==> src/rtl/fpec_consts.vh <==
/*
  constants for the flash program/erase sequencer: register map, fields, op codes, timing.
  assumes a 25 MHz system clock and an avalon-mm slave with word addressing.
*/
// Function
// - start bit launches selected self-timed operation
// - hardware clears start bit when done
// - stop-in-idle sleeps regulator, wake delay after
// - packing bit picks compressed or uncompressed rows
// - code 0011 erases one page
// - code 0010 programs a row from ram
// - code 0001 programs a double word
// - double word targets two-word aligned pair
// - other codes start no flash operation
// - main control bits cleared only by power-on
// - power-save ignored while operation runs
// - row program fetches ram, advances pointers
// - cpu stalls until operation finishes
`ifndef FPEC_CONSTS_VH
`define FPEC_CONSTS_VH

// ==========================================================
// register word addresses
`define FPEC_ADDR_CTRL 3'h0
`define FPEC_ADDR_KEY 3'h1
`define FPEC_ADDR_ADRL 3'h2
`define FPEC_ADDR_ADRH 3'h3
`define FPEC_ADDR_SRCL 3'h4
`define FPEC_ADDR_STAT 3'h5
`define FPEC_ADDR_MASK 3'h6

// ==========================================================
// control register fields
`define FPEC_BIT_START 15
`define FPEC_BIT_PROGRAM_ERASE_ENABLE 14
`define FPEC_BIT_SEQERR 13
`define FPEC_BIT_SIDL 12
`define FPEC_BIT_PACK 9
`define FPEC_BIT_UNDERRUN 8
`define FPEC_CTRL_RESET 16'h0000

// ==========================================================
// operation codes and key values
`define FPEC_OP_DWORD 4'h1
`define FPEC_OP_ROW 4'h2
`define FPEC_OP_ERASE 4'h3
`define FPEC_KEY_FIRST 8'h55
`define FPEC_KEY_SECOND 8'hAA

// ==========================================================
// timing, in microseconds, and row size
`define FPEC_CLK_MHZ 25
`define FPEC_T_ERASE_US 20000
`define FPEC_T_ROW_US 1500
`define FPEC_T_DWORD_US 50
`define FPEC_T_WAKE_US 10
`define FPEC_ROW_BYTES 192

// ==========================================================
// interrupt status bits
`define FPEC_IRQ_DONE 0
`define FPEC_IRQ_SEQERR 1
`define FPEC_IRQ_UNDERRUN 2

`endif

==> src/rtl/fpec_timer.v <==
/*
  down-counter timing one self-timed phase; load starts it, done pulses at the end.
  assumes load is a one-cycle pulse on the same clock.
*/
`timescale 1ns/1ps
`default_nettype none
module fpec_timer #(
  parameter WIDTH = 20
) (
  // clock and reset
  input wire clk_in,
  input wire srst_in,
  // control
  input wire load_in,
  input wire [WIDTH-1:0] count_in,
  // status
  output wire busy_out,
  output reg done_out
);
  reg [WIDTH-1:0] count;

  // ==========================================================
  // counter
  assign busy_out = (count != {WIDTH{1'b0}});
  always @(posedge clk_in) begin
    if (srst_in) begin
      count <= {WIDTH{1'b0}};
      done_out <= 1'b0;
    end else begin
      done_out <= (count == {{(WIDTH-1){1'b0}}, 1'b1});
      if (load_in) begin
        count <= count_in;
      end else if (busy_out) begin
        count <= count - {{(WIDTH-1){1'b0}}, 1'b1};
      end
    end
  end
endmodule
`default_nettype wire

==> src/rtl/fpec_top.v <==
/*
  flash program/erase sequencer with avalon-mm register slave and interrupt.
  assumes a ram read port that answers ram_valid_in one or more cycles after ram_req_out,
  a flash write port that takes one word per ram word, and a separate power-on reset.
*/
// Local design decisions: the Avalon-MM interface to the registers and the register addresses.
`timescale 1ns/1ps
`default_nettype none
`include "fpec_consts.vh"
module fpec_top #(
  parameter T_ERASE_CYC = `FPEC_T_ERASE_US * `FPEC_CLK_MHZ,
  parameter T_ROW_CYC = `FPEC_T_ROW_US * `FPEC_CLK_MHZ,
  parameter T_DWORD_CYC = `FPEC_T_DWORD_US * `FPEC_CLK_MHZ,
  parameter T_WAKE_CYC = `FPEC_T_WAKE_US * `FPEC_CLK_MHZ,
  parameter TW = 20
) (
  // clock and resets
  input wire clk_in,
  input wire srst_in,
  input wire por_in,
  // avalon-mm slave
  input wire [2:0] avs_address_in,
  input wire avs_read_in,
  input wire avs_write_in,
  input wire [15:0] avs_writedata_in,
  output reg [15:0] avs_readdata_out,
  output wire avs_waitrequest_out,
  // interrupt
  output wire irq_out,
  // power management
  input wire idle_in,
  input wire power_save_instruction_in,
  output wire power_save_grant_out,
  output wire regulator_standby_out,
  output wire flash_ready_out,
  output wire cpu_stall_out,
  // row data from ram
  output reg ram_req_out,
  output reg [15:0] ram_addr_out,
  output wire row_data_packing_out,
  input wire ram_valid_in,
  input wire ram_empty_in,
  input wire [15:0] ram_data_in,
  // flash array
  output reg flash_erase_out,
  output reg flash_prog_out,
  output reg [23:0] flash_addr_out,
  output reg [15:0] flash_data_out,
  output reg flash_wr_out
);
  localparam ST_IDLE = 3'h0;
  localparam ST_ERASE = 3'h1;
  localparam ST_DWORD = 3'h2;
  localparam ST_ROWFETCH = 3'h3;
  localparam ST_ROWWAIT = 3'h4;
  localparam ST_ROWPROG = 3'h5;
  localparam integer ROW_WORDS_N = `FPEC_ROW_BYTES / 2;
  localparam [7:0] ROW_WORDS = ROW_WORDS_N[7:0];
  localparam [TW-1:0] CYC_ERASE = T_ERASE_CYC[TW-1:0];
  localparam [TW-1:0] CYC_ROW = T_ROW_CYC[TW-1:0];
  localparam [TW-1:0] CYC_DWORD = T_DWORD_CYC[TW-1:0];
  localparam [TW-1:0] CYC_WAKE = T_WAKE_CYC[TW-1:0];

  reg start;
  reg program_erase_enable;
  reg seqerr;
  reg sidl;
  reg pack;
  reg underrun;
  reg [3:0] op_sel;
  reg [15:0] adr_lo;
  reg [7:0] adr_hi;
  reg [15:0] src_ptr;
  reg [1:0] key_state;
  reg [2:0] state;
  reg [7:0] word_cnt;
  reg [2:0] irq_stat;
  reg [2:0] irq_mask;
  reg idle_q;
  reg rd_ack;
  reg tmr_load;
  reg [TW-1:0] tmr_count;
  reg wake_load;
  wire tmr_busy;
  wire tmr_done;
  wire wake_busy;
  wire bus_wr;
  wire bus_rd;
  wire rd_take;
  wire start_req;
  wire unlocked;
  reg [2:0] ev;

  // ==========================================================
  // phase timers
  fpec_timer #(.WIDTH(TW)) u_op_timer (
    .clk_in(clk_in),
    .srst_in(por_in),
    .load_in(tmr_load),
    .count_in(tmr_count),
    .busy_out(tmr_busy),
    .done_out(tmr_done)
  );
  fpec_timer #(.WIDTH(TW)) u_wake_timer (
    .clk_in(clk_in),
    .srst_in(srst_in),
    .load_in(wake_load),
    .count_in(CYC_WAKE),
    .busy_out(wake_busy),
    .done_out()
  );

  // ==========================================================
  // bus decode
  assign avs_waitrequest_out = avs_read_in && !rd_ack;
  assign bus_wr = avs_write_in;
  assign bus_rd = avs_read_in;
  assign rd_take = bus_rd && !rd_ack;
  assign unlocked = (key_state == 2'h2);
  assign start_req = bus_wr && (avs_address_in == `FPEC_ADDR_CTRL) &&
                     avs_writedata_in[`FPEC_BIT_START] && !start;

  // ==========================================================
  // power, stall and interrupt outputs
  assign row_data_packing_out = pack;
  assign cpu_stall_out = start;
  assign power_save_grant_out = power_save_instruction_in && !start;
  assign regulator_standby_out = sidl && idle_in && !start;
  assign flash_ready_out = !wake_busy && !wake_load && !(sidl && (idle_in || idle_q));
  assign irq_out = |(irq_stat & irq_mask);

  // ==========================================================
  // power-on-only control bits and operation sequencer
  always @(posedge clk_in) begin
    if (por_in) begin
      start <= 1'b0;
      program_erase_enable <= 1'b0;
      seqerr <= 1'b0;
      op_sel <= 4'h0;
      state <= ST_IDLE;
      word_cnt <= 8'h00;
      ram_req_out <= 1'b0;
      ram_addr_out <= 16'h0000;
      flash_erase_out <= 1'b0;
      flash_prog_out <= 1'b0;
      flash_addr_out <= 24'h000000;
      flash_data_out <= 16'h0000;
      flash_wr_out <= 1'b0;
      tmr_load <= 1'b0;
      tmr_count <= {TW{1'b0}};
      underrun <= 1'b0;
      src_ptr <= 16'h0000;
      adr_lo <= 16'h0000;
      adr_hi <= 8'h00;
      ev <= 3'h0;
    end else begin
      tmr_load <= 1'b0;
      flash_wr_out <= 1'b0;
      ev <= 3'h0;
      if (bus_wr && avs_address_in == `FPEC_ADDR_CTRL && !start) begin
        program_erase_enable <= avs_writedata_in[`FPEC_BIT_PROGRAM_ERASE_ENABLE];
        op_sel <= avs_writedata_in[3:0];
        if (!avs_writedata_in[`FPEC_BIT_SEQERR]) begin
          seqerr <= 1'b0;
        end
        if (!avs_writedata_in[`FPEC_BIT_UNDERRUN]) begin
          underrun <= 1'b0;
        end
      end
      if (bus_wr && avs_address_in == `FPEC_ADDR_ADRL && !start) begin
        adr_lo <= avs_writedata_in;
      end
      if (bus_wr && avs_address_in == `FPEC_ADDR_ADRH && !start) begin
        adr_hi <= avs_writedata_in[7:0];
      end
      if (bus_wr && avs_address_in == `FPEC_ADDR_SRCL && !start) begin
        src_ptr <= avs_writedata_in;
      end
      case (state)
        ST_IDLE: begin
          if (start_req) begin
            if (avs_writedata_in[`FPEC_BIT_PROGRAM_ERASE_ENABLE] && program_erase_enable && unlocked) begin
              start <= 1'b1;
              case (avs_writedata_in[3:0])
                `FPEC_OP_ERASE: begin
                  state <= ST_ERASE;
                  flash_erase_out <= 1'b1;
                  flash_addr_out <= {adr_hi, adr_lo};
                  tmr_load <= 1'b1;
                  tmr_count <= CYC_ERASE;
                end
                `FPEC_OP_ROW: begin
                  state <= ST_ROWFETCH;
                  flash_prog_out <= 1'b1;
                  flash_addr_out <= {adr_hi, adr_lo};
                  ram_addr_out <= src_ptr;
                  word_cnt <= ROW_WORDS;
                end
                `FPEC_OP_DWORD: begin
                  state <= ST_DWORD;
                  flash_prog_out <= 1'b1;
                  flash_addr_out <= {adr_hi, adr_lo[15:2], 2'b00};
                  flash_wr_out <= 1'b1;
                  tmr_load <= 1'b1;
                  tmr_count <= CYC_DWORD;
                end
                default: begin
                  start <= 1'b0;
                  ev[`FPEC_IRQ_DONE] <= 1'b1;
                end
              endcase
            end else begin
              seqerr <= 1'b1;
              ev[`FPEC_IRQ_SEQERR] <= 1'b1;
            end
          end
        end
        ST_ERASE, ST_DWORD: begin
          if (flash_prog_out && flash_wr_out && !flash_addr_out[1]) begin
            flash_addr_out <= flash_addr_out + 24'h000002;
            flash_wr_out <= 1'b1;
          end
          if (tmr_done) begin
            start <= 1'b0;
            flash_erase_out <= 1'b0;
            flash_prog_out <= 1'b0;
            state <= ST_IDLE;
            ev[`FPEC_IRQ_DONE] <= 1'b1;
          end
        end
        ST_ROWFETCH: begin
          if (flash_wr_out) begin
            flash_addr_out <= flash_addr_out + 24'h000002;
          end
          if (ram_empty_in) begin
            underrun <= 1'b1;
            seqerr <= 1'b1;
            start <= 1'b0;
            flash_prog_out <= 1'b0;
            state <= ST_IDLE;
            ev[`FPEC_IRQ_UNDERRUN] <= 1'b1;
          end else begin
            ram_req_out <= 1'b1;
            state <= ST_ROWWAIT;
          end
        end
        ST_ROWWAIT: begin
          if (ram_valid_in) begin
            ram_req_out <= 1'b0;
            flash_data_out <= ram_data_in;
            flash_wr_out <= 1'b1;
            ram_addr_out <= ram_addr_out + 16'h0002;
            src_ptr <= src_ptr + 16'h0002;
            word_cnt <= word_cnt - 8'h01;
            if (word_cnt == 8'h01) begin
              state <= ST_ROWPROG;
              tmr_load <= 1'b1;
              tmr_count <= CYC_ROW;
            end else begin
              state <= ST_ROWFETCH;
            end
          end
        end
        ST_ROWPROG: begin
          if (flash_wr_out) begin
            flash_addr_out <= flash_addr_out + 24'h000002;
          end
          if (tmr_done) begin
            start <= 1'b0;
            flash_prog_out <= 1'b0;
            state <= ST_IDLE;
            ev[`FPEC_IRQ_DONE] <= 1'b1;
          end
        end
        default: begin
          state <= ST_IDLE;
        end
      endcase
    end
  end

  // ==========================================================
  // key sequence, idle options, interrupt registers (system reset)
  always @(posedge clk_in) begin
    if (srst_in) begin
      key_state <= 2'h0;
      sidl <= 1'b0;
      pack <= 1'b0;
      irq_stat <= 3'h0;
      irq_mask <= 3'h0;
      idle_q <= 1'b0;
      wake_load <= 1'b0;
      rd_ack <= 1'b0;
    end else begin
      rd_ack <= rd_take;
      idle_q <= idle_in;
      wake_load <= idle_q && !idle_in && sidl;
      if (bus_wr) begin
        if (avs_address_in == `FPEC_ADDR_KEY) begin
          if (avs_writedata_in[7:0] == `FPEC_KEY_FIRST) begin
            key_state <= 2'h1;
          end else if (avs_writedata_in[7:0] == `FPEC_KEY_SECOND && key_state == 2'h1) begin
            key_state <= 2'h2;
          end else begin
            key_state <= 2'h0;
          end
        end else begin
          key_state <= 2'h0;
        end
        if (avs_address_in == `FPEC_ADDR_CTRL) begin
          sidl <= avs_writedata_in[`FPEC_BIT_SIDL];
          if (!start) begin
            pack <= avs_writedata_in[`FPEC_BIT_PACK];
          end
        end
        if (avs_address_in == `FPEC_ADDR_MASK) begin
          irq_mask <= avs_writedata_in[2:0];
        end
      end
      if (rd_take && avs_address_in == `FPEC_ADDR_STAT) begin
        irq_stat <= ev;
      end else begin
        irq_stat <= irq_stat | ev;
      end
    end
  end

  // ==========================================================
  // read data
  always @(posedge clk_in) begin
    if (srst_in) begin
      avs_readdata_out <= 16'h0000;
    end else if (rd_take) begin
      case (avs_address_in)
        `FPEC_ADDR_CTRL: avs_readdata_out <= {start, program_erase_enable, seqerr, sidl, 2'b00, pack, underrun, 4'h0, op_sel};
        `FPEC_ADDR_ADRL: avs_readdata_out <= adr_lo;
        `FPEC_ADDR_ADRH: avs_readdata_out <= {8'h00, adr_hi};
        `FPEC_ADDR_SRCL: avs_readdata_out <= src_ptr;
        `FPEC_ADDR_STAT: avs_readdata_out <= {13'h0000, irq_stat};
        `FPEC_ADDR_MASK: avs_readdata_out <= {13'h0000, irq_mask};
        default: avs_readdata_out <= 16'h0000;
      endcase
    end
  end
endmodule
`default_nettype wire

==> config.mk <==
export PLATFORM = sky130hd
export DESIGN_NAME = fpec_top
export DESIGN_NICKNAME = d
export VERILOG_FILES = /design/src/rtl/fpec_timer.v /design/src/rtl/fpec_top.v
export VERILOG_INCLUDE_DIRS = /design/src /design/src/rtl
export SDC_FILE = /design/constraint.sdc
export NUM_CORES = 1
export LEC_CHECK = 0
export BUFFER_PORTS_ARGS = -buffer_cell sky130_fd_sc_hd__buf_2
export CAP_MARGIN = 20
export CORE_MARGIN = 3
export CORE_UTILIZATION = 45
export DETAILED_ROUTE_END_ITERATION = 8
export GPL_TIMING_DRIVEN = 0
export SYNTH_ARGS = -nofsm -noshare
export SYNTH_HDL_FRONTEND = slang
export SYNTH_SLANG_ARGS = --single-unit
==> constraint.sdc <==
create_clock -name clk_in -period 3.15 [get_ports clk_in]
set_clock_uncertainty 0.2 [all_clocks]
set_input_delay 0.63 -clock clk_in [delete_from_list [all_inputs] [get_ports clk_in]]
set_output_delay 0.63 -clock clk_in [all_outputs]
set_load 0.05 [all_outputs]
==> summary.txt <==
Status
  – Outcome: finished, final reports clean

Clock network
  – Cts hold-fix bufs: 0
  – Clk Latency, worst-skew pair: 440 ps
  – Num CTS Buffers: 17
  – Clk slew on worst S/H paths: 80 ps
  – CTS Root Buffer Type: clkbuf_16
  – Clock tree buffer depth: 2
  – CTS tree: yes
  – Htree depth: 4
  – Clock Sinks: 199

Placement
  – PortBufs: 121
  – GP Congestion: 0.922
  – Dpl hpwl: 24700 µm

Finish
  – Multi-input gate area: 5700 µm²
  – Core Util, Final: 53.2%
  – Fill count: 2128
  – Sequential Area: 3980 µm²
  – Most frequent cells in the layout: dfxtp_1 (199), nand2_1 (147), buf_2 (128)
  – Most common cell after layout, fill and taps aside: dfxtp_1
  – ANT cells: 0
  – Area Growth Syn to Fin: 15.7%
  – Final net count: 1431
  – Ratio of cells with drive above 1 in the final layout: 14.7%

Job
  – Max Cap Viol: 0

Detailed routing
  – WL/cell: 20.2 µm
  – DRT Pass-1 Iters: 6
  – Final wirelength: 33700 µm
  – Antenna viol nets, final: 0
  – Iter 0 DRT Violations: 969
  – Routed vias/inst: 5.96
  – Via count: 9961
  – DRC errors left: 0

GRT
  – Vias in the first global route: 9242
  – First-pass GRT wire length: 52600 µm
  – Grt ovf: 0
  – Pin count of the biggest net entering global routing: 19
  – Initial antenna violation count: 0
  – Total track usage: 27.3%

Floorplan
  – Io pins: 127
  – Number of core rows: 54
  – Die width: 156 µm
  – Core Area: 22000 µm²
  – Full die area: 24300 µm²
  – Chip height: 156 µm
  – Initial core utilization: 46.0%

Worst setup path
  – CP arrival: 2190 ps
  – CP Capture Type: output pin
  – Required time of the critical path: 2320 ps
  – Slowest CP cell: or4_1
  – CP max FO: 7
  – Startpoint types: flop
  – CP peak stage delay: 510 ps
  – Crit-path cells: or4_1 -> buf_2 -> nor3_4 -> nand4_1 -> nor3_2 -> buf_6
  – Critical Setup Path Class: reg -> out

Logic synthesis
  – Synth Cell Area: 10100 µm²
  – Syn_area_per_cell: 8.17 µm²
  – Synth Register Bits: 199
  – Share of the synthesized area in the top cell type: 39.4%
  – Sequential element share of the synthesized area: 39.4%
  – Synth Instances: 1236
  – Synthesis Warnings: 0
  – Net count after synthesis: 1290
  – Post-synth EDFFs: 0
  – Post-synth cell types: 82
  – Ys async rst share: 0%
  – Largest cells by area after synthesis: dfxtp_1 (39%), nand2_1 (5.5%), mux2i_1 (5.5%)
  – Post-synth top area cell: dfxtp_1
  – Main synth FF type: dfxtp_1

Pwr
  – Worst vdd ir: 0.441 mV
  – P per Cell Area: 669 nW/µm²
  – Share of power burned in registers: 39.3%
  – Power share of the clock group: 28.7%
  – Combinational fraction of design power: 32.0%
  – Pint: 4990 µW
  – Net Sw Frac: 36.2%
  – Psw: 2830 µW
  – Leakage: 0.00445 µW

Timing
  – Period minus WS final: 3020 ps
  – Rel. slew slack: 25.9%
  – Max Clock Freq: 0.331 GHz
  – Unrepaired setup endpoints after global routing: true
  – Final setup vio count: 0
  – Slew Viols, Final: 0
  – Final period util: 95.8%
  – Worst hold slack: 199 ps
  – Slew @ Worst Pin: 1100 ps
  – Hold Fails Final Rpt: 0

Hold path
  – HP Class: in -> reg
## synth_stat cells (8+ instances only)
library cell and count:
a211oi_1 14, a22oi_1 19, inv_1 21, and2_1 11, and3_1 8, a21o_1 11, a221oi_1 8, a31oi_1 18
buf_2 8, nor2b_1 12, nand2_1 147, or3_1 22, nand4b_1 8, nand4_1 23, mux2i_1 55, nand3b_1 10
nand2b_1 13, nor3_1 37, nand3_1 30, ha_1 10, o21ai_0 63, xnor2_1 10, xor2_1 13, clkbuf_1 72
or4_1 11, nor4_1 16, nor2_1 126, o32ai_1 8, dfxtp_1 199, a21oi_1 106
## final cells by class
class	count	area share (%)
multi-input cells	928	48.8
flip-flops and latches	199	34.1
repair buffers	122	5.30
clock buffers	19	3.88
plain buffers	87	3.02
well taps	280	3.00
clock inverters	13	1.18
inverters	22	0.707
## power by group through the flow
stage / sequential [µW] / combinational, µW / clock (µW)
3_3_place_gp: 3110 / 2390 / 0
4_1_cts: 3060 / 2460 / 2270
5_1_grt: 3110 / 2770 / 2380
3_5_place_dp: 3120 / 2410 / 0
2_1_floorplan: 3060 / 1900 / 0
6_report: 3070 / 2500 / 2240
## kinds of logic (layout without fill, tap and decap cells)
logic type / Yosys count / in the layout / synth area share (%)
adder cells (fa/ha/maj): 11 / 11 / 1.34
flip-flops: 199 / 199 / 39.4
buffers and inverters: 109 / 263 / 4.30
multiplexers: 61 / 61 / 6.12
XOR/XNOR: 23 / 23 / 1.99
AND/OR/NAND/NOR: 520 / 520 / 26.8
AO/OA/AOI/OAI: 313 / 313 / 20.0
## what timing repair did
action / 4_1_cts / 5_1_grt
setup endpoints to repair: 1 / 4
resized for setup: 4 / 3
setup buffers: 0 / 1
cloned: 0 / 0
pin swaps: 2 / 2
## final timing paths
path,slack (ps),cells past startpoint,to,startpoint
setup / recovery,130,6,flash_ready_out,u_wake_timer.count[3]$_SDFFE_PP0P_
hold / removal,200,2,wake_load$_SDFF_PP0_,idle_in
setup reg to reg,340,6,flash_addr_out[23]$_SDFFE_PP0P_,flash_addr_out[10]$_SDFFE_PP0P_
hold reg to reg,240,2,irq_stat[2]$_SDFF_PP0_,ev[2]$_SDFF_PP0_
## stage by stage
step	power, µW	instance area (µm²)	instances	worst slack, ps	setup TNS, ps
after floorplan	4960	10100	1236	184	0
after global placement	5500	11100	1637	-32.1	-64.5
after detailed placement	5530	11100	1637	-54.4	-92.9
after CTS	7800	11700	1669	18.6	0
after global routing	8260	11700	1670	-21.7	-21.7
final	7810	11700	1670	132	0
## critical path: cells and delay by family (launching register included)
family                 cells  cell delay, ps
buffers and inverters      2             370
flip-flops                 1             340
AND/OR/NAND/NOR            4            1030
## flip-flops by register name, indices dropped and copies added (netlist names), 2 cells and up
name and count:
adr_lo 16, op_sel 4, u_op_timer.count 20, word_cnt 8, tmr_count 6, key_state 2, irq_mask 3, state 3
flash_addr_out 24, ev 3, irq_stat 3, flash_data_out 16, adr_hi 8, ram_addr_out 16, src_ptr 16, avs_readdata_out 16
u_wake_timer.count 20
## per-layer routing
layer | vias to the layer above | routed length (µm) | track usage [%]
met4 | 0 | 932 | 7.74
met2 | 355 | 15500 | 44.1
met5 | - | 0 | 0
li1 | 4811 | - | -
met1 | 4731 | 15100 | 37.8
met3 | 64 | 2170 | 4.49
Note: power is estimated with default switching activity, not from simulation.
